$ cat src/logic/gpp_defs.vh
// Register offsets, field positions and codes of the GPIO port
`ifndef GPP_DEFS_VH
`define GPP_DEFS_VH
// Word offsets (word index = offset, byte address = 4 * offset)
`define GPP_OFS_DIR      8'h00
`define GPP_OFS_DRIVE_ENABLE_SET   8'h01
`define GPP_OFS_DRIVE_ENABLE_CLEAR   8'h02
`define GPP_OFS_DRIVE_ENABLE_TOGGLE   8'h03
`define GPP_OFS_OUT      8'h04
`define GPP_OFS_LEVEL_SET_STROBE   8'h05
`define GPP_OFS_LEVEL_CLEAR_STROBE   8'h06
`define GPP_OFS_LEVEL_TOGGLE_STROBE   8'h07
`define GPP_OFS_IN       8'h08
`define GPP_OFS_FLAGS    8'h09
`define GPP_OFS_CFG0     8'h10
// Fast alias block: dir, out, in, flags at alias base + 0..3
`define GPP_OFS_ALIAS    8'h20
// Interrupt status register of this block
`define GPP_OFS_STAT     8'h24
// Per-pin config fields
`define GPP_CFG_INV      7
`define GPP_CFG_PULL     3
`define GPP_CFG_ISC_HI   2
`define GPP_CFG_ISC_LO   0
// Sense codes
`define GPP_ISC_ANY      3'h1
`define GPP_ISC_UP       3'h2
`define GPP_ISC_DOWN     3'h3
`define GPP_ISC_OFF      3'h4
`define GPP_ISC_LOW      3'h5
// Dead time after a flag for synchronously sensed pins
`define GPP_DEAD_CYC     2'h3
`define GPP_CFG_RST      8'h00
`endif

$ cat src/logic/gpp_port.v
// Eight-bit GPIO port with strobe registers, alias block and pin sensing
//
// The Wishbone register port was chosen for this implementation.
`timescale 1ns/100ps
`include "gpp_defs.vh"
//
// Contract
// - Each pin has one drive-enable bit and one driven-level bit.
// - sampled_level is pin resynchronised; synchroniser held when sense is off.
// - Pin value readable in either direction unless sense is off.
// - Reset releases all pins and keeps input buffers enabled.
// - Pin n config register sits at offset 0x10 plus n.
// - Writing 1 to drive_enable_set sets that direction bit only.
// - Writing 1 to drive_enable_clear clears that direction bit only.
// - Writing 1 to drive_enable_toggle inverts that direction bit.
// - Writing 1 to level_set_strobe sets that output bit.
// - Writing 1 to level_clear_strobe clears that output bit.
// - Writing 1 to toggle strobe or sampled_level inverts output bit.
// - Alias copies of dir, out, in, flags act like regular ones.
// - polarity_flip inverts input and output path of the pin.
// - Flipping polarity makes an edge seen by sensing and events.
// - weak_high_resistor bit enables the pin pull-up.
// - sense_select picks any, up, down, low level or disabled.
// - Edge from polarity change with sense change may be ignored.
// - Pending edge may be raised when input is re-enabled.
// - Pending interrupt may be dropped when sense setting changes.
// - Async pins wake on all senses; others on any edge or low only.
// - Configured condition sets the pin flag in event_flag_reg.
// - Interrupt request stands while any flag is set.
// - Event output follows pin value, zero while input disabled.
// - Synchronous pins block new flags three cycles after previous.
module gpp_port #(
  parameter        NPIN     = 8,
  parameter [7:0]  ASYNC_MASK = 8'h04
) (
  input  wire            clk_i,
  input  wire            rst_i,
  input  wire            wb_cyc_i,
  input  wire            wb_stb_i,
  input  wire            wb_we_i,
  input  wire [7:0]      wb_adr_i,
  input  wire [3:0]      wb_sel_i,
  input  wire [31:0]     wb_dat_i,
  output reg  [31:0]     wb_dat_o,
  output reg             wb_ack_o,
  input  wire [NPIN-1:0] pin_in_i,
  output reg  [NPIN-1:0] pin_out_o,
  output reg  [NPIN-1:0] pin_oe_o,
  output reg  [NPIN-1:0] pin_pullup_o,
  output reg  [NPIN-1:0] pin_ibuf_en_o,
  output reg  [NPIN-1:0] pin_event_o,
  output reg             irq_o,
  output reg             wake_o
);

////////////////////////////////////////////////////////////////////////////
  reg  [NPIN-1:0] dir_q;
  reg  [NPIN-1:0] lvl_q;
  reg  [NPIN-1:0] flag_q;
  reg  [7:0]      cfg_q [0:NPIN-1];
  reg  [NPIN-1:0] sync1_q;
  reg  [NPIN-1:0] sync2_q;
  reg  [NPIN-1:0] prev_q;
  reg  [NPIN-1:0] senoff_q;
  reg  [1:0]      dead_q [0:NPIN-1];
  reg  [NPIN-1:0] flag_d;
  reg  [NPIN-1:0] hit;
  reg  [NPIN-1:0] inv;
  reg  [NPIN-1:0] senoff;
  reg  [NPIN-1:0] wake_hit;
  reg  [31:0]     rd_d;
  reg  [7:0]      wr8;
  reg             wr_dir;
  reg             wr_drive_enable_set;
  reg             wr_drive_enable_clear;
  reg             wr_drive_enable_toggle;
  reg             wr_out;
  reg             wr_level_set_strobe;
  reg             wr_level_clear_strobe;
  reg             wr_level_toggle_strobe;
  reg             wr_flags;
  reg             wr_cfg;
  wire            acc;
  wire            wr;
  integer         i;
  integer         j;
  integer         m;
  integer         n;
  integer         r;
  integer         p;

  // Register words (byte address = 4 * word):
  //   0x00 direction, 0x01..0x03 its set, clear and toggle strobes
  //   0x04 output level, 0x05..0x07 its set, clear and toggle strobes
  //   0x08 sampled level; writing ones toggles the output level
  //   0x09 event flags, write one to clear
  //   0x10..0x17 per-pin configuration
  //   0x20..0x23 alias of direction, level, sampled level and flags
  //   0x24 status, bit 0 mirrors the interrupt request
  // Configuration byte: bit 7 invert, bit 3 pull-up, bits 2:0 sense
  // Limitation: asynchronous pins are only marked by ASYNC_MASK; the
  // wake pulse still needs the clock, so waking with no clock running
  // has to be built around this block.

  // Byte address to word index; sub-word offsets are not decoded
  function [7:0] widx;
    input [7:0] a;
    begin
      widx = {2'h0, a[7:2]};
    end
  endfunction

  // Selects a per-pin config field
  function [2:0] isc_of;
    input [7:0] c;
    begin
      isc_of = c[`GPP_CFG_ISC_HI:`GPP_CFG_ISC_LO];
    end
  endfunction

  // True when the byte address hits the given word exactly
  function at_word;
    input [7:0] a;
    input [7:0] ofs;
    begin
      at_word = (a[7:2] == ofs[5:0]) && (a[1:0] == 2'h0);
    end
  endfunction

  assign acc = wb_cyc_i & wb_stb_i & ~wb_ack_o;
  assign wr  = acc & wb_we_i & wb_sel_i[0];

////////////////////////////////////////////////////////////////////////////
  always @* begin
    wr8 = wb_dat_i[7:0];
    for (j = 0; j < NPIN; j = j + 1) begin
      inv[j]    = cfg_q[j][`GPP_CFG_INV];
      senoff[j] = (isc_of(cfg_q[j]) == `GPP_ISC_OFF);
    end
  end

  // Sense on the synchronised, polarity-corrected level
  always @* begin
    hit      = {NPIN{1'b0}};
    wake_hit = {NPIN{1'b0}};
    for (i = 0; i < NPIN; i = i + 1) begin
      case (isc_of(cfg_q[i]))
        `GPP_ISC_ANY:  hit[i] = sync2_q[i] ^ prev_q[i];
        `GPP_ISC_UP:   hit[i] = sync2_q[i] & ~prev_q[i];
        `GPP_ISC_DOWN: hit[i] = ~sync2_q[i] & prev_q[i];
        `GPP_ISC_LOW:  hit[i] = ~sync2_q[i];
        default:       hit[i] = 1'b0;
      endcase
      // A pin leaving the off state is blocked one cycle, then compares against its frozen level
      if (senoff_q[i] | senoff[i])
        hit[i] = 1'b0;
      if (!ASYNC_MASK[i] && dead_q[i] != 2'h0)
        hit[i] = 1'b0;
      case (isc_of(cfg_q[i]))
        `GPP_ISC_ANY, `GPP_ISC_LOW: wake_hit[i] = hit[i];
        `GPP_ISC_UP, `GPP_ISC_DOWN: wake_hit[i] = hit[i] & ASYNC_MASK[i];
        default:                    wake_hit[i] = 1'b0;
      endcase
    end
  end

  // Set beats a clear written in the same cycle
  always @* begin
    flag_d = flag_q;
    if (wr_flags)
      flag_d = flag_q & ~wr8;
    flag_d = flag_d | hit;
  end

////////////////////////////////////////////////////////////////////////////
  // Write decode; each word has one strobe and at most one fires
  always @* begin
    wr_dir    = 1'b0;
    wr_drive_enable_set = 1'b0;
    wr_drive_enable_clear = 1'b0;
    wr_drive_enable_toggle = 1'b0;
    wr_out    = 1'b0;
    wr_level_set_strobe = 1'b0;
    wr_level_clear_strobe = 1'b0;
    wr_level_toggle_strobe = 1'b0;
    wr_flags  = 1'b0;
    wr_cfg    = 1'b0;
    if (wr) begin
      if (at_word(wb_adr_i, `GPP_OFS_DIR)
          || at_word(wb_adr_i, `GPP_OFS_ALIAS)) begin
        wr_dir = 1'b1;
      end else if (at_word(wb_adr_i, `GPP_OFS_DRIVE_ENABLE_SET)) begin
        wr_drive_enable_set = 1'b1;
      end else if (at_word(wb_adr_i, `GPP_OFS_DRIVE_ENABLE_CLEAR)) begin
        wr_drive_enable_clear = 1'b1;
      end else if (at_word(wb_adr_i, `GPP_OFS_DRIVE_ENABLE_TOGGLE)) begin
        wr_drive_enable_toggle = 1'b1;
      end else if (at_word(wb_adr_i, `GPP_OFS_OUT)
                   || at_word(wb_adr_i, `GPP_OFS_ALIAS + 8'h01)) begin
        wr_out = 1'b1;
      end else if (at_word(wb_adr_i, `GPP_OFS_LEVEL_SET_STROBE)) begin
        wr_level_set_strobe = 1'b1;
      end else if (at_word(wb_adr_i, `GPP_OFS_LEVEL_CLEAR_STROBE)) begin
        wr_level_clear_strobe = 1'b1;
      end else if (at_word(wb_adr_i, `GPP_OFS_LEVEL_TOGGLE_STROBE)
                   || at_word(wb_adr_i, `GPP_OFS_IN)
                   || at_word(wb_adr_i, `GPP_OFS_ALIAS + 8'h02)) begin
        wr_level_toggle_strobe = 1'b1;
      end else if (at_word(wb_adr_i, `GPP_OFS_FLAGS)
                   || at_word(wb_adr_i, `GPP_OFS_ALIAS + 8'h03)) begin
        wr_flags = 1'b1;
      end else if (widx(wb_adr_i) >= `GPP_OFS_CFG0
                   && widx(wb_adr_i) < `GPP_OFS_CFG0 + 8'h08) begin
        wr_cfg = 1'b1;
      end
    end
  end

////////////////////////////////////////////////////////////////////////////
  // Input path: two flops, then the previous level for edge detection
  always @(posedge clk_i) begin
    if (rst_i) begin
      sync1_q  <= {NPIN{1'b0}};
      sync2_q  <= {NPIN{1'b0}};
      prev_q   <= {NPIN{1'b0}};
      senoff_q <= {NPIN{1'b0}};
    end else begin
      senoff_q <= senoff;
      for (m = 0; m < NPIN; m = m + 1) begin
        // Synchroniser frozen while sensing is off to save power
        if (!senoff[m]) begin
          sync1_q[m] <= pin_in_i[m] ^ inv[m];
          sync2_q[m] <= sync1_q[m];
          prev_q[m]  <= sync2_q[m];
        end
      end
    end
  end

  // Dead time per pin after a flag; asynchronous pins ignore it
  always @(posedge clk_i) begin
    if (rst_i) begin
      for (n = 0; n < NPIN; n = n + 1) begin
        dead_q[n] <= 2'h0;
      end
    end else begin
      for (n = 0; n < NPIN; n = n + 1) begin
        if (hit[n]) begin
          dead_q[n] <= `GPP_DEAD_CYC;
        end else if (dead_q[n] != 2'h0) begin
          dead_q[n] <= dead_q[n] - 2'h1;
        end
      end
    end
  end

  // Direction and its set, clear and toggle strobes
  always @(posedge clk_i) begin
    if (rst_i) begin
      dir_q <= {NPIN{1'b0}};
    end else if (wr_dir) begin
      dir_q <= wr8;
    end else if (wr_drive_enable_set) begin
      dir_q <= dir_q | wr8;
    end else if (wr_drive_enable_clear) begin
      dir_q <= dir_q & ~wr8;
    end else if (wr_drive_enable_toggle) begin
      dir_q <= dir_q ^ wr8;
    end
  end

  // Output level and its set, clear and toggle strobes
  always @(posedge clk_i) begin
    if (rst_i) begin
      lvl_q <= {NPIN{1'b0}};
    end else if (wr_out) begin
      lvl_q <= wr8;
    end else if (wr_level_set_strobe) begin
      lvl_q <= lvl_q | wr8;
    end else if (wr_level_clear_strobe) begin
      lvl_q <= lvl_q & ~wr8;
    end else if (wr_level_toggle_strobe) begin
      lvl_q <= lvl_q ^ wr8;
    end
  end

  // Per-pin configuration, one byte per pin
  always @(posedge clk_i) begin
    if (rst_i) begin
      for (r = 0; r < NPIN; r = r + 1) begin
        cfg_q[r] <= `GPP_CFG_RST;
      end
    end else if (wr_cfg) begin
      cfg_q[wb_adr_i[4:2]] <= wr8;
    end
  end

  // Event flags
  always @(posedge clk_i) begin
    if (rst_i) begin
      flag_q <= {NPIN{1'b0}};
    end else begin
      flag_q <= flag_d;
    end
  end

////////////////////////////////////////////////////////////////////////////
  // Read mux; unmapped words read zero and still acknowledge
  always @* begin
    rd_d = 32'h0000_0000;
    if (widx(wb_adr_i) <= `GPP_OFS_DRIVE_ENABLE_TOGGLE)
      rd_d[7:0] = dir_q;
    else if (widx(wb_adr_i) <= `GPP_OFS_LEVEL_TOGGLE_STROBE)
      rd_d[7:0] = lvl_q;
    else if (widx(wb_adr_i) == `GPP_OFS_IN)
      rd_d[7:0] = sync2_q & ~senoff;
    else if (widx(wb_adr_i) == `GPP_OFS_FLAGS)
      rd_d[7:0] = flag_q;
    else if (widx(wb_adr_i) >= `GPP_OFS_CFG0
             && widx(wb_adr_i) < `GPP_OFS_CFG0 + 8'h08)
      rd_d[7:0] = cfg_q[wb_adr_i[4:2]];
    else if (widx(wb_adr_i) == `GPP_OFS_ALIAS)
      rd_d[7:0] = dir_q;
    else if (widx(wb_adr_i) == `GPP_OFS_ALIAS + 8'h01)
      rd_d[7:0] = lvl_q;
    else if (widx(wb_adr_i) == `GPP_OFS_ALIAS + 8'h02)
      rd_d[7:0] = sync2_q & ~senoff;
    else if (widx(wb_adr_i) == `GPP_OFS_ALIAS + 8'h03)
      rd_d[7:0] = flag_q;
    else if (widx(wb_adr_i) == `GPP_OFS_STAT)
      rd_d[7:0] = {7'h00, irq_o};
  end

  // Bus answer, interrupt request and wake pulse
  always @(posedge clk_i) begin
    if (rst_i) begin
      wb_ack_o <= 1'b0;
      wb_dat_o <= 32'h0000_0000;
      irq_o    <= 1'b0;
      wake_o   <= 1'b0;
    end else begin
      wb_ack_o <= acc;
      wb_dat_o <= rd_d;
      irq_o    <= |flag_d;
      wake_o   <= |wake_hit;
    end
  end

  // Pad controls; reset leaves every pin released with its input on
  always @(posedge clk_i) begin
    if (rst_i) begin
      pin_out_o     <= {NPIN{1'b0}};
      pin_oe_o      <= {NPIN{1'b0}};
      pin_pullup_o  <= {NPIN{1'b0}};
      pin_ibuf_en_o <= {NPIN{1'b1}};
      pin_event_o   <= {NPIN{1'b0}};
    end else begin
      pin_oe_o <= dir_q;
      for (p = 0; p < NPIN; p = p + 1) begin
        pin_out_o[p]     <= lvl_q[p] ^ inv[p];
        pin_pullup_o[p]  <= cfg_q[p][`GPP_CFG_PULL];
        pin_ibuf_en_o[p] <= ~senoff[p];
        // Event takes the raw pin so it needs no running synchroniser
        pin_event_o[p]   <= senoff[p] ? 1'b0
                            : (pin_in_i[p] ^ inv[p]);
      end
    end
  end

endmodule // gpp_port

$ cat config.mk
export PLATFORM = sky130hd
export DESIGN_NAME = gpp_port
export DESIGN_NICKNAME = d
export VERILOG_FILES = /design/src/logic/gpp_port.v
export VERILOG_INCLUDE_DIRS = /design/src /design/src/logic
export SDC_FILE = /design/constraint.sdc
export NUM_CORES = 1
export LEC_CHECK = 0
export BUFFER_PORTS_ARGS = -buffer_cell sky130_fd_sc_hd__buf_2
export CAP_MARGIN = 5
export CORE_MARGIN = 5
export CORE_UTILIZATION = 40
export CTS_CLUSTER_SIZE = 24
export DETAILED_ROUTE_END_ITERATION = 7
export GPL_ROUTABILITY_DRIVEN = 0
export MAX_ROUTING_LAYER = met4
export PLACE_DENSITY = 0.57
export SLEW_MARGIN = 20
export SYNTH_ARGS = -nofsm -noshare
export SYNTH_HDL_FRONTEND = slang
export SYNTH_SLANG_ARGS = --single-unit
$ cat constraint.sdc
create_clock -name clk_i -period 3.3 [get_ports clk_i]
set_clock_uncertainty 0.05 [all_clocks]
set_input_delay 0.33 -clock clk_i [delete_from_list [all_inputs] [get_ports clk_i]]
set_output_delay 0.33 -clock clk_i [all_outputs]
set_load 0.05 [all_outputs]
# --- After elaboration in Yosys (flattened, before gate mapping) ---
# Memories as Yosys holds them, arrays and structs flattened.
# Index checks and enable logic that the tools add are counted.
word_totals:
  output_inout_bits: 75
  regBits: 131
  in_bits: 57
  latch_bits: 0
  mem_bits_ro: 0
  n_memories: 2
  wordCells: 463
  ramBits: 80
op_classes:
  n_eq_ne: 54
  n_mul: 0
  bitwise: 104
  reduce_logical: 51
  magnitude_cmp: 4
  addsub: 8
  shift: 0
  muxes: 195
  div: 0
mem_list:
  columns: ["memory", "words", "word_bits", "read_ports", "rd_clocked_by_memory_dff", "wr", "line_no", "rtl"]
  rows:
  - ["cfg_q", 8, 8, 9, 0, 8, "gpp_port.v:60", "reg [7:0] cfg_q [0:NPIN-1];"]
  - ["dead_q", 8, 2, 8, 0, 8, "gpp_port.v:65", "reg [1:0] dead_q [0:NPIN-1];"]
op_table:
  columns: ["op", "n"]
  rows:
  - ["two-way mux 8 bit", 19]
  - ["two-way mux 1 bit", 151]
  - ["equality test 3 x 2 -> 1 bit (second input constant)", 16]
  - ["equality test 3 bit (second input constant)", 16]
  - ["bitwise AND 8 bit", 4]
  - ["two-way mux 2 bit", 16]
  - ["case mux 1 bit (4 select lines)", 8]
  - ["equality test 6 bit (second input constant)", 5]
  - ["OR reduction 2 bit", 15]
  - ["inverter 1 bit", 25]
  - ["equality test 3 x 1 -> 1 bit (second input constant)", 8]
  - ["equality test 6 x 3 -> 1 bit (second input constant)", 4]
  - ["OR 1 bit", 24]
  - ["OR 8 bit", 3]
  - ["OR reduction 8 bit", 3]
  - ["bitwise XOR 1 bit", 24]
  - ["bitwise AND 1 bit", 20]
  - ["inverter 8 bit", 2]
  - ["nonzero test 2 bit", 8]
  - ["subtractor 2 x 1 -> 2 bit (second input constant)", 8]
  - ["bitwise XOR 8 bit", 2]
  - ["logical AND 1 bit", 15]
  - ["equality test 6 x 2 -> 1 bit (second input constant)", 2]
  - ["equality test 6 x 4 -> 1 bit (second input constant)", 2]
  - ["11 further kinds", 16]

# --- Longest topological paths before layout ---
# Gate-level depths: netlist of the first run.
depth:
  word_depth: 18
  mapped_depth: 9
  ltp_nobuf: 8

# --- Worst setup path before layout of the first run ---
# OpenSTA, ideal clock, no wires.
synth_timing:
  kind: "input port to flip-flop"
  from: "input port wb_adr_i[4]"
  to: "memory cfg_q[7][0] (enable)"
  arrival_time_ns: 2.021
  path_buffers: 3
  path_stages: 5
  setup_ns: 0.384
  t_required_ns: 2.866
  slack_ns: 0.845
  cell_sequence: "buf_6 > clkbuf_1 > buf_1 > nand2_1 > o21ai_0"
synth_lines:
  columns: ["element", "line_no", "rtl"]
  rows:
  - ["start, declared", "gpp_port.v:41", "input wire [7:0] wb_adr_i,"]
  - ["end, declared", "gpp_port.v:60", null]

==> tab_implementation.tex, run 1 <==
\begin{tabular}{lr}
\hline
Metric & Value \\
\hline
\multicolumn{2}{l}{\textbf{Synthesis}} \\
\quad Share of synthesized flip-flops with an asynchronous set or reset & 0\% \\
\quad Prevailing post-synth register cell & sky130\_fd\_sc\_hd\_\_dfxtp\_1 \\
\quad Syn. warnings & 0 \\
\quad Number of standard cells after synthesis & 950 \\
\quad Distinct cells, synth & 66 \\
\quad Number of enable-type register cells in the synthesized netlist & 78 \\
\quad Post-synth top area share & 24.0\% \\
\quad Cell type with the largest total area after synthesis & sky130\_fd\_sc\_hd\_\_edfxtp\_1 \\
\quad Most frequently used cell type in the post-synthesis netlist & sky130\_fd\_sc\_hd\_\_dfxtp\_1 \\
\quad Commonest cells post-synth & 107 x sky130\_fd\_sc\_hd\_\_dfxtp\_1, 78 x sky130\_fd\_sc\_hd\_\_edfxtp\_1, 74 x sky130\_fd\_sc\_hd\_\_nor3\_1 \\
\quad Mapped cell area & 0.00977 mm² \\
\quad Sequential cell area fraction in the yosys report & 45.9\% \\
\quad Flip-flop and latch count after synthesis & 185 \\
\quad Average size of a mapped cell & 10.3 µm² \\
\quad Area contributors post-synth & sky130\_fd\_sc\_hd\_\_edfxtp\_1 24\%, sky130\_fd\_sc\_hd\_\_dfxtp\_1 22\%, sky130\_fd\_sc\_hd\_\_ha\_1 7.9\% \\
\multicolumn{2}{l}{\textbf{Timing}} \\
\quad Tightest slew margin relative to the limit & 49.4\% \\
\quad Max Fclk & 0.407 GHz \\
\quad Setup TNS Final & 0 ns \\
\quad Tcrit/Tclk final & 74.5\% \\
\quad Final-report setup violation count & 0 \\
\quad Final Max Slew Viols & 0 \\
\quad Final-report hold violation count & 0 \\
\quad Worst-Margin Slew & 0.751 ns \\
\quad RSZ-0062 raised after global routing & no \\
\quad Clock period minus worst slack & 2.46 ns \\
\multicolumn{2}{l}{\textbf{Clocking}} \\
\quad Buffers from clock root to sink, at most & 2 \\
\quad Clock tree from TritonCTS & done \\
\quad Number of levels the H-tree was split into & 4 \\
\quad Library cell used as clock root buffer & sky130\_fd\_sc\_hd\_\_clkbuf\_16 \\
\quad Number of post-CTS setup repair buffers & 0 \\
\quad CTS clock-pin slew for the worst setup and hold paths & 0.07 ns \\
\quad CTS resizes & 0 \\
\quad Number of clock sinks & 185 \\
\quad Quantity of hold-fixing buffers added after cts & 0 \\
\quad Num CTS Buffers & 17 \\
\quad Clk Latency, worst-skew pair & 0.44 ns \\
\multicolumn{2}{l}{\textbf{Pwr}} \\
\quad Power per Cell Area & 543 mW/mm² \\
\quad IR drop worst, VDD & 0.320 mV \\
\quad Cell leakage power & 0.00440 µW \\
\multicolumn{2}{l}{\textbf{Route}} \\
\quad Post-DR vias/cell & 5.35 \\
\quad Highest signal layer in the routed design & met4 \\
\quad Routed via count & 7,309 \\
\quad WL final & 26.2 mm \\
\quad Met2 WL post-DR & 12.6 mm \\
\quad M1 wire length & 11.8 mm \\
\quad Routed Antenna Nets & 0 \\
\quad Detailed Route Iter0 Violations & 678 \\
\quad DRC Markers & 0 \\
\quad Detailed-route wire length per cell & 19.1 µm \\
\quad Amount of wire on met3 after detailed routing & 1.32 mm \\
\quad Number of iterations in the first detailed-routing pass & 6 \\
\multicolumn{2}{l}{\textbf{GRT}} \\
\quad First-pass GRT wire length & 40.6 mm \\
\quad Number of global-route vias before repair & 6,945 \\
\quad Overall overflow remaining after global route & 0 \\
\quad Antenna violations before repair & 0 \\
\quad Maximum number of pins on one net before global-route repair & 58 \\
\quad Gr usage total & 19.2\% \\
\multicolumn{2}{l}{\textbf{Floorplanning}} \\
\quad Initial cell density of the core & 40.4\% \\
\quad Overall die width & 166 µm \\
\quad Die height & 166 µm \\
\quad Core region area & 0.0242 mm² \\
\quad \# IOs & 132 \\
\quad Area of the die & 0.0276 mm² \\
\quad \# rows & 57 \\
\multicolumn{2}{l}{\textbf{Critical path}} \\
\quad Startpoint type of the worst setup path & flop \\
\quad Crit path DAT & 2.70 ns \\
\quad Required arrival time at the worst endpoint & 3.54 ns \\
\quad Type of element capturing the critical path & flop \\
\quad Ordered list of cells on the worst path & nor3b\_1 > nor2\_1 > mux4\_2 > a211oi\_1 > a2111o\_1 > a21oi\_1 \\
\quad Maximum fanout along the worst path & 5 \\
\quad CP bufs+invs & 0 \\
\quad CP max stage cell & sky130\_fd\_sc\_hd\_\_nor3b\_1 \\
\quad Max incr delay on CP & 0.57 ns \\
\quad Largest delay share family, worst path & simple AND/OR/NAND/NOR gates \\
\quad Crit path kind & reg -> reg \\
\multicolumn{2}{l}{\textbf{Placed design}} \\
\quad HPWL reported at the end of detailed placement & 19.2 mm \\
\quad IO buf count & 80 \\
\quad \# placed instances & 1,335 \\
\multicolumn{2}{l}{\textbf{Final layout}} \\
\quad Finished Layout Cells & 1,367 \\
\quad Total inserted antenna cells & 0 \\
\quad Post-layout utilization of the core & 46.4\% \\
\quad Share of post-route cells with drive strength above 1 & 19.8\% \\
\quad Final net count & 1,149 \\
\quad Fillcell total & 2,292 \\
\quad Area growth from synthesis to final layout & 14.9\% \\
\multicolumn{2}{l}{\textbf{Worst hold path}} \\
\quad Worst min-delay path class & in -> reg \\
\multicolumn{2}{l}{\textbf{Status}} \\
\quad Outcome & complete, no violations \\
\multicolumn{2}{l}{\textbf{Job}} \\
\quad Max-cap check violation count & 0 \\
\hline
\end{tabular}
[power by group]
group	internal (µW)	total, µW	switching, µW
clock	1510	2430	927
combinational	355	989	633
sequential	2580	2670	90.0
total	4440	6090	1650
[cells by family (layout without fill, tap and decap cells)]
kind of cell               after synthesis  after routing  share of synthesized area, %
DFF                                    185            185                          45.9
muxes                                   62             62                          9.29
and+or+nand+nor                        301            301                          16.3
xor gates and xnor gates                17             17                          1.52
other                                    1             24                        0.0384
buffers and inverters                  152            222                          7.29
adders and majority gates               62             62                          7.94
AOI/OAI and AO/OA                      170            170                          11.7
[layout make-up]
| cell class | instances | area, µm² | area share [%] |
|---|---|---|---|
| clock buffer | 18 | 429 | 3.82 |
| clock inverter | 14 | 267 | 2.37 |
| inverter | 74 | 278 | 2.47 |
| multi-input combinational | 636 | 4660 | 41.5 |
| sequential | 185 | 4480 | 40.0 |
| tap | 324 | 405 | 3.61 |
| timing repair buffer | 116 | 698 | 6.22 |
[flip-flops by register name, summed over array words and instances, names as in the netlist, 8 cells and up]
name and cells:
cfg_q 64, dead_q 14, dir_q 8, flag_q 8, lvl_q 8, pin_event_o 8
pin_ibuf_en_o 8, pin_oe_o 8, pin_out_o 8, pin_pullup_o 8, prev_q 8, senoff_q 8
sync1_q 8, sync2_q 8, wb_dat_o 8
[metal layers]
layer  global-route usage, %  vias up
met3                    2.81       28
met5                       -        -
met1                    26.4     3536
met2                    30.0      224
li1                        -     3521
met4                    5.16        0
[metrics by stage]
stage                     setup slack [ns]  total power [µW]  hold slack (ns)  cell area [µm²]
after floorplan                      0.845              3450            0.360             9850
after global placement               0.581              3690            0.386            10500
after detailed placement             0.547              3700            0.391            10500
after CTS                            0.806              6130           0.0511            11200
after global routing                 0.692              6340           0.0533            11200
final                                0.842              6090           0.0643            11200
[placed cells by master (no fill, tap or decap), types with 14 or more instances in the layout]
cell type and n:
sky130_fd_sc_hd__buf_2 79, sky130_fd_sc_hd__a211oi_1 19, sky130_fd_sc_hd__nor3_1 74, sky130_fd_sc_hd__clkbuf_16 17
sky130_fd_sc_hd__conb_1 24, sky130_fd_sc_hd__a21oi_1 50, sky130_fd_sc_hd__o21ai_0 34, sky130_fd_sc_hd__buf_4 35
sky130_fd_sc_hd__edfxtp_1 78, sky130_fd_sc_hd__nand2b_1 14, sky130_fd_sc_hd__nor2b_1 17, sky130_fd_sc_hd__mux4_2 22
sky130_fd_sc_hd__inv_1 68, sky130_fd_sc_hd__nor2_1 64, sky130_fd_sc_hd__mux2i_1 31, sky130_fd_sc_hd__xnor2_1 16
sky130_fd_sc_hd__dfxtp_1 107, sky130_fd_sc_hd__ha_1 62, sky130_fd_sc_hd__nand2_1 60
[path summary, 6_finish.rpt]
check,startpoint,to,slack (ns),cells past startpoint
max,cfg_q[2][1]$_SDFFCE_PN0P_,wb_dat_o[2]$_SDFF_PP0_,0.84,6
max reg2reg,cfg_q[2][1]$_SDFFCE_PN0P_,wb_dat_o[2]$_SDFF_PP0_,0.84,6
min reg2reg,sync1_q[2]$_SDFFE_PP0N_,sync1_q[2]$_SDFFE_PP0N_,0.41,1
min,rst_i,wb_ack_o$_SDFF_PP0_,0.06,2
No activity file was read; power rests on OpenSTA's default activity.
==> inputs of run 2 (changes only) <==
--- a/config.mk
+++ b/config.mk
@@ -14,7 +14,7 @@
 export DETAILED_ROUTE_END_ITERATION = 7
 export GPL_ROUTABILITY_DRIVEN = 0
 export MAX_ROUTING_LAYER = met4
-export PLACE_DENSITY = 0.57
+export PLACE_DENSITY = 0.59
 export SLEW_MARGIN = 20
 export SYNTH_ARGS = -nofsm -noshare
 export SYNTH_HDL_FRONTEND = slang
==> constraint.sdc (replaced) <==
create_clock -name clk_i -period 2 [get_ports clk_i]
set_clock_uncertainty 0.05 [all_clocks]
set_input_delay 0.2 -clock clk_i [delete_from_list [all_inputs] [get_ports clk_i]]
set_output_delay 0.2 -clock clk_i [all_outputs]
set_load 0.05 [all_outputs]
==> run 2 against run 1 <==
  * The run now ends with setup timing left
  * Critical path depth unchanged
  * Non-clock buffer count increased by 117
  * Register-to-register slack got worse by 0.86 ns
  * Critical endpoint is now lvl_q[2]$_SDFFE_PP0P_
  * Sequential share of layout area decreased by 3.1 points
  * First-iteration DRC count increased by 11%
  * Largest power group unchanged
  * Clock-buffer cell count unchanged
  * Design area increased by 8.6%
  * Clock power increased by 38%
  * Combinational power increased by 86%
  * Cell count increased by 8.6%
  * Wire length increased by 9.8%
==> tab_implementation.tex, run 2 (synthesized netlist as in run 1, its figures left out) <==
\begin{tabular}{lr}
\hline
Metric & Value \\
\hline
\multicolumn{2}{l}{\textbf{Critical path}} \\
\quad CP max stage cell & sky130\_fd\_sc\_hd\_\_or4\_4 \\
\quad Required arrival time at the worst endpoint & 2.27 ns \\
\quad Startpoint of the worst-slack reg-to-reg timing path & wb\_ack\_o\$\_SDFF\_PP0\_ \\
\quad Crit path kind & reg -> reg \\
\quad Maximum fanout along the worst path & 6 \\
\quad Ordered list of cells on the worst path & nand3b\_1 > buf\_4 > or4\_4 > o2111a\_2 > a311oi\_2 > a211oi\_2 \\
\quad Largest delay share family, worst path & simple AND/OR/NAND/NOR gates \\
\quad Max incr delay on CP & 0.58 ns \\
\quad Type of element capturing the critical path & flop \\
\quad Crit path DAT & 2.29 ns \\
\quad CP bufs+invs & 1 \\
\quad Startpoint type of the worst setup path & flop \\
\quad Launch point of the critical path & wb\_ack\_o\$\_SDFF\_PP0\_ \\
\multicolumn{2}{l}{\textbf{GRT}} \\
\quad Gr usage total & 20.8\% \\
\quad Number of global-route vias before repair & 7,662 \\
\quad Maximum number of pins on one net before global-route repair & 65 \\
\quad First-pass GRT wire length & 44.1 mm \\
\quad Overall overflow remaining after global route & 0 \\
\quad Antenna violations before repair & 0 \\
\multicolumn{2}{l}{\textbf{Final layout}} \\
\quad Final net count & 1,267 \\
\quad Commonest non-fill, non-tap cells in the layout & 141 x sky130\_fd\_sc\_hd\_\_buf\_4, 103 x sky130\_fd\_sc\_hd\_\_dfxtp\_1, 79 x sky130\_fd\_sc\_hd\_\_buf\_2 \\
\quad Total inserted antenna cells & 0 \\
\quad Finished Layout Cells & 1,485 \\
\quad Post-layout utilization of the core & 50.4\% \\
\quad Fillcell total & 2,247 \\
\quad Max FFs per register & 64 \\
\quad Area growth from synthesis to final layout & 24.8\% \\
\quad Registers with the most flip-flops & cfg\_q: 64 flops, dead\_q: 14 flops \\
\quad Register with the most flip-flops & cfg\_q \\
\quad Share of post-route cells with drive strength above 1 & 30.3\% \\
\quad Commonest non-fill, non-tap cell in the layout & sky130\_fd\_sc\_hd\_\_buf\_4 \\
\multicolumn{2}{l}{\textbf{Route}} \\
\quad Routed via count & 8,032 \\
\quad WL final & 28.7 mm \\
\quad Number of iterations in the first detailed-routing pass & 7 \\
\quad DRC Markers & 0 \\
\quad Detailed-route wire length per cell & 19.3 µm \\
\quad Post-DR vias/cell & 5.41 \\
\quad Routed Antenna Nets & 0 \\
\quad Detailed Route Iter0 Violations & 753 \\
\multicolumn{2}{l}{\textbf{Timing}} \\
\quad RSZ-0062 raised after global routing & yes \\
\quad Final-report hold violation count & 0 \\
\quad Setup slack after layout & -0.0218 ns \\
\quad Clock period minus worst slack & 2.02 ns \\
\quad Worst-Margin Slew & 0.702 ns \\
\quad Tcrit/Tclk final & 101\% \\
\quad Max Fclk & 0.495 GHz \\
\quad Tightest slew margin relative to the limit & 53.2\% \\
\quad Final Max Slew Viols & 0 \\
\quad Setup TNS Final & -0.0781 ns \\
\quad Final-report setup violation count & 5 \\
\multicolumn{2}{l}{\textbf{Clocking}} \\
\quad Clk Latency, worst-skew pair & 0.44 ns \\
\quad Number of clock sinks & 185 \\
\quad Num CTS Buffers & 17 \\
\quad Clock tree from TritonCTS & done \\
\quad Number of levels the H-tree was split into & 4 \\
\quad Buffers from clock root to sink, at most & 2 \\
\quad CTS clock-pin slew for the worst setup and hold paths & 0.08 ns \\
\quad Library cell used as clock root buffer & sky130\_fd\_sc\_hd\_\_clkbuf\_16 \\
\multicolumn{2}{l}{\textbf{Floorplanning}} \\
\quad Initial cell density of the core & 40.4\% \\
\quad \# rows & 57 \\
\quad Area of the die & 0.0276 mm² \\
\quad Die height & 166 µm \\
\quad \# IOs & 132 \\
\quad Core region area & 0.0242 mm² \\
\quad Overall die width & 166 µm \\
\multicolumn{2}{l}{\textbf{Pwr}} \\
\quad Post-route total power & 9580 µW \\
\quad Power per Cell Area & 786 mW/mm² \\
\quad IR drop worst, VDD & 0.429 mV \\
\quad Cell leakage power & 0.00497 µW \\
\multicolumn{2}{l}{\textbf{Placed design}} \\
\quad \# placed instances & 1,439 \\
\quad IO buf count & 80 \\
\quad HPWL reported at the end of detailed placement & 21.4 mm \\
\multicolumn{2}{l}{\textbf{Job}} \\
\quad Max-cap check violation count & 0 \\
\multicolumn{2}{l}{\textbf{Status}} \\
\quad Outcome & finished with violations \\
\quad Violations in the final reports & setup timing \\
\multicolumn{2}{l}{\textbf{Worst hold path}} \\
\quad Worst min-delay path class & in -> reg \\
\quad Min-Delay Startpoint & pin\_in\_i[3] \\
\hline
\end{tabular}
## run 2: final cells by class
class	instances	area [µm²]	area share [%]
Clock inverter	14	134	1.10
Clock buffer	18	429	3.52
Timing Repair Buffer	233	1620	13.3
Sequential cell	185	4490	36.8
Inverter	74	278	2.28
Multi-Input combinational cell	637	4830	39.6
Tap cell	324	405	3.33
## run 2: layer usage
layer	routed length [µm]	track usage, %
met5	0	-
met4	817	7.11
met3	1930	3.74
met2	13500	32.3
met1	12500	27.5
## run 2: repair_timing
| action | in CTS | in global routing |
|---|---|---|
| gates resized for setup | 13 | 31 |
| pin swaps | 2 | 10 |
| setup endpoints to repair | 9 | 95 |
| cloned | 0 | 1 |
| endpoints found under the hold margin | 7 | 0 |
| hold buffers | 7 | 0 |
| buffers inserted | 0 | 6 |
## run 2: worst reg2reg max path, stage by stage (launching register included)
cell,delay (ns)
sky130_fd_sc_hd__dfxtp_2,0.32
sky130_fd_sc_hd__nand3b_1,0.21
sky130_fd_sc_hd__buf_4,0.19
sky130_fd_sc_hd__or4_4,0.58
sky130_fd_sc_hd__o2111a_2,0.26
sky130_fd_sc_hd__a311oi_2,0.24
sky130_fd_sc_hd__a211oi_2,0.05
## run 2: stage by stage
stage | setup slack, ns | hold slack (ns) | cell area [µm²]
floorplan | -0.144 | 0.223 | 9890
global placement | -0.259 | 0.380 | 11300
detailed placement | -0.275 | 0.382 | 11300
CTS | 0.00103 | 0.000804 | 12000
global route | -0.111 | 0.0132 | 12200
finish | -0.0218 | 0.0122 | 12200
## run 2: worst paths after layout
kind	end	depth (start not counted)	slack [ns]
worst max-delay path	lvl_q[2]$_SDFFE_PP0P_	6	-0.02
worst min-delay path	pin_event_o[3]$_SDFF_PP0_	3	0.01
worst max register to register	lvl_q[2]$_SDFFE_PP0P_	6	-0.02
worst min register to register	sync1_q[7]$_SDFFE_PP0N_	1	0.41
## run 2: power by group
| group | internal, µW | switching (µW) |
|---|---|---|
| Clock | 1750 | 1610 |
| Sequential | 4250 | 133 |
| Combinational | 712 | 1120 |
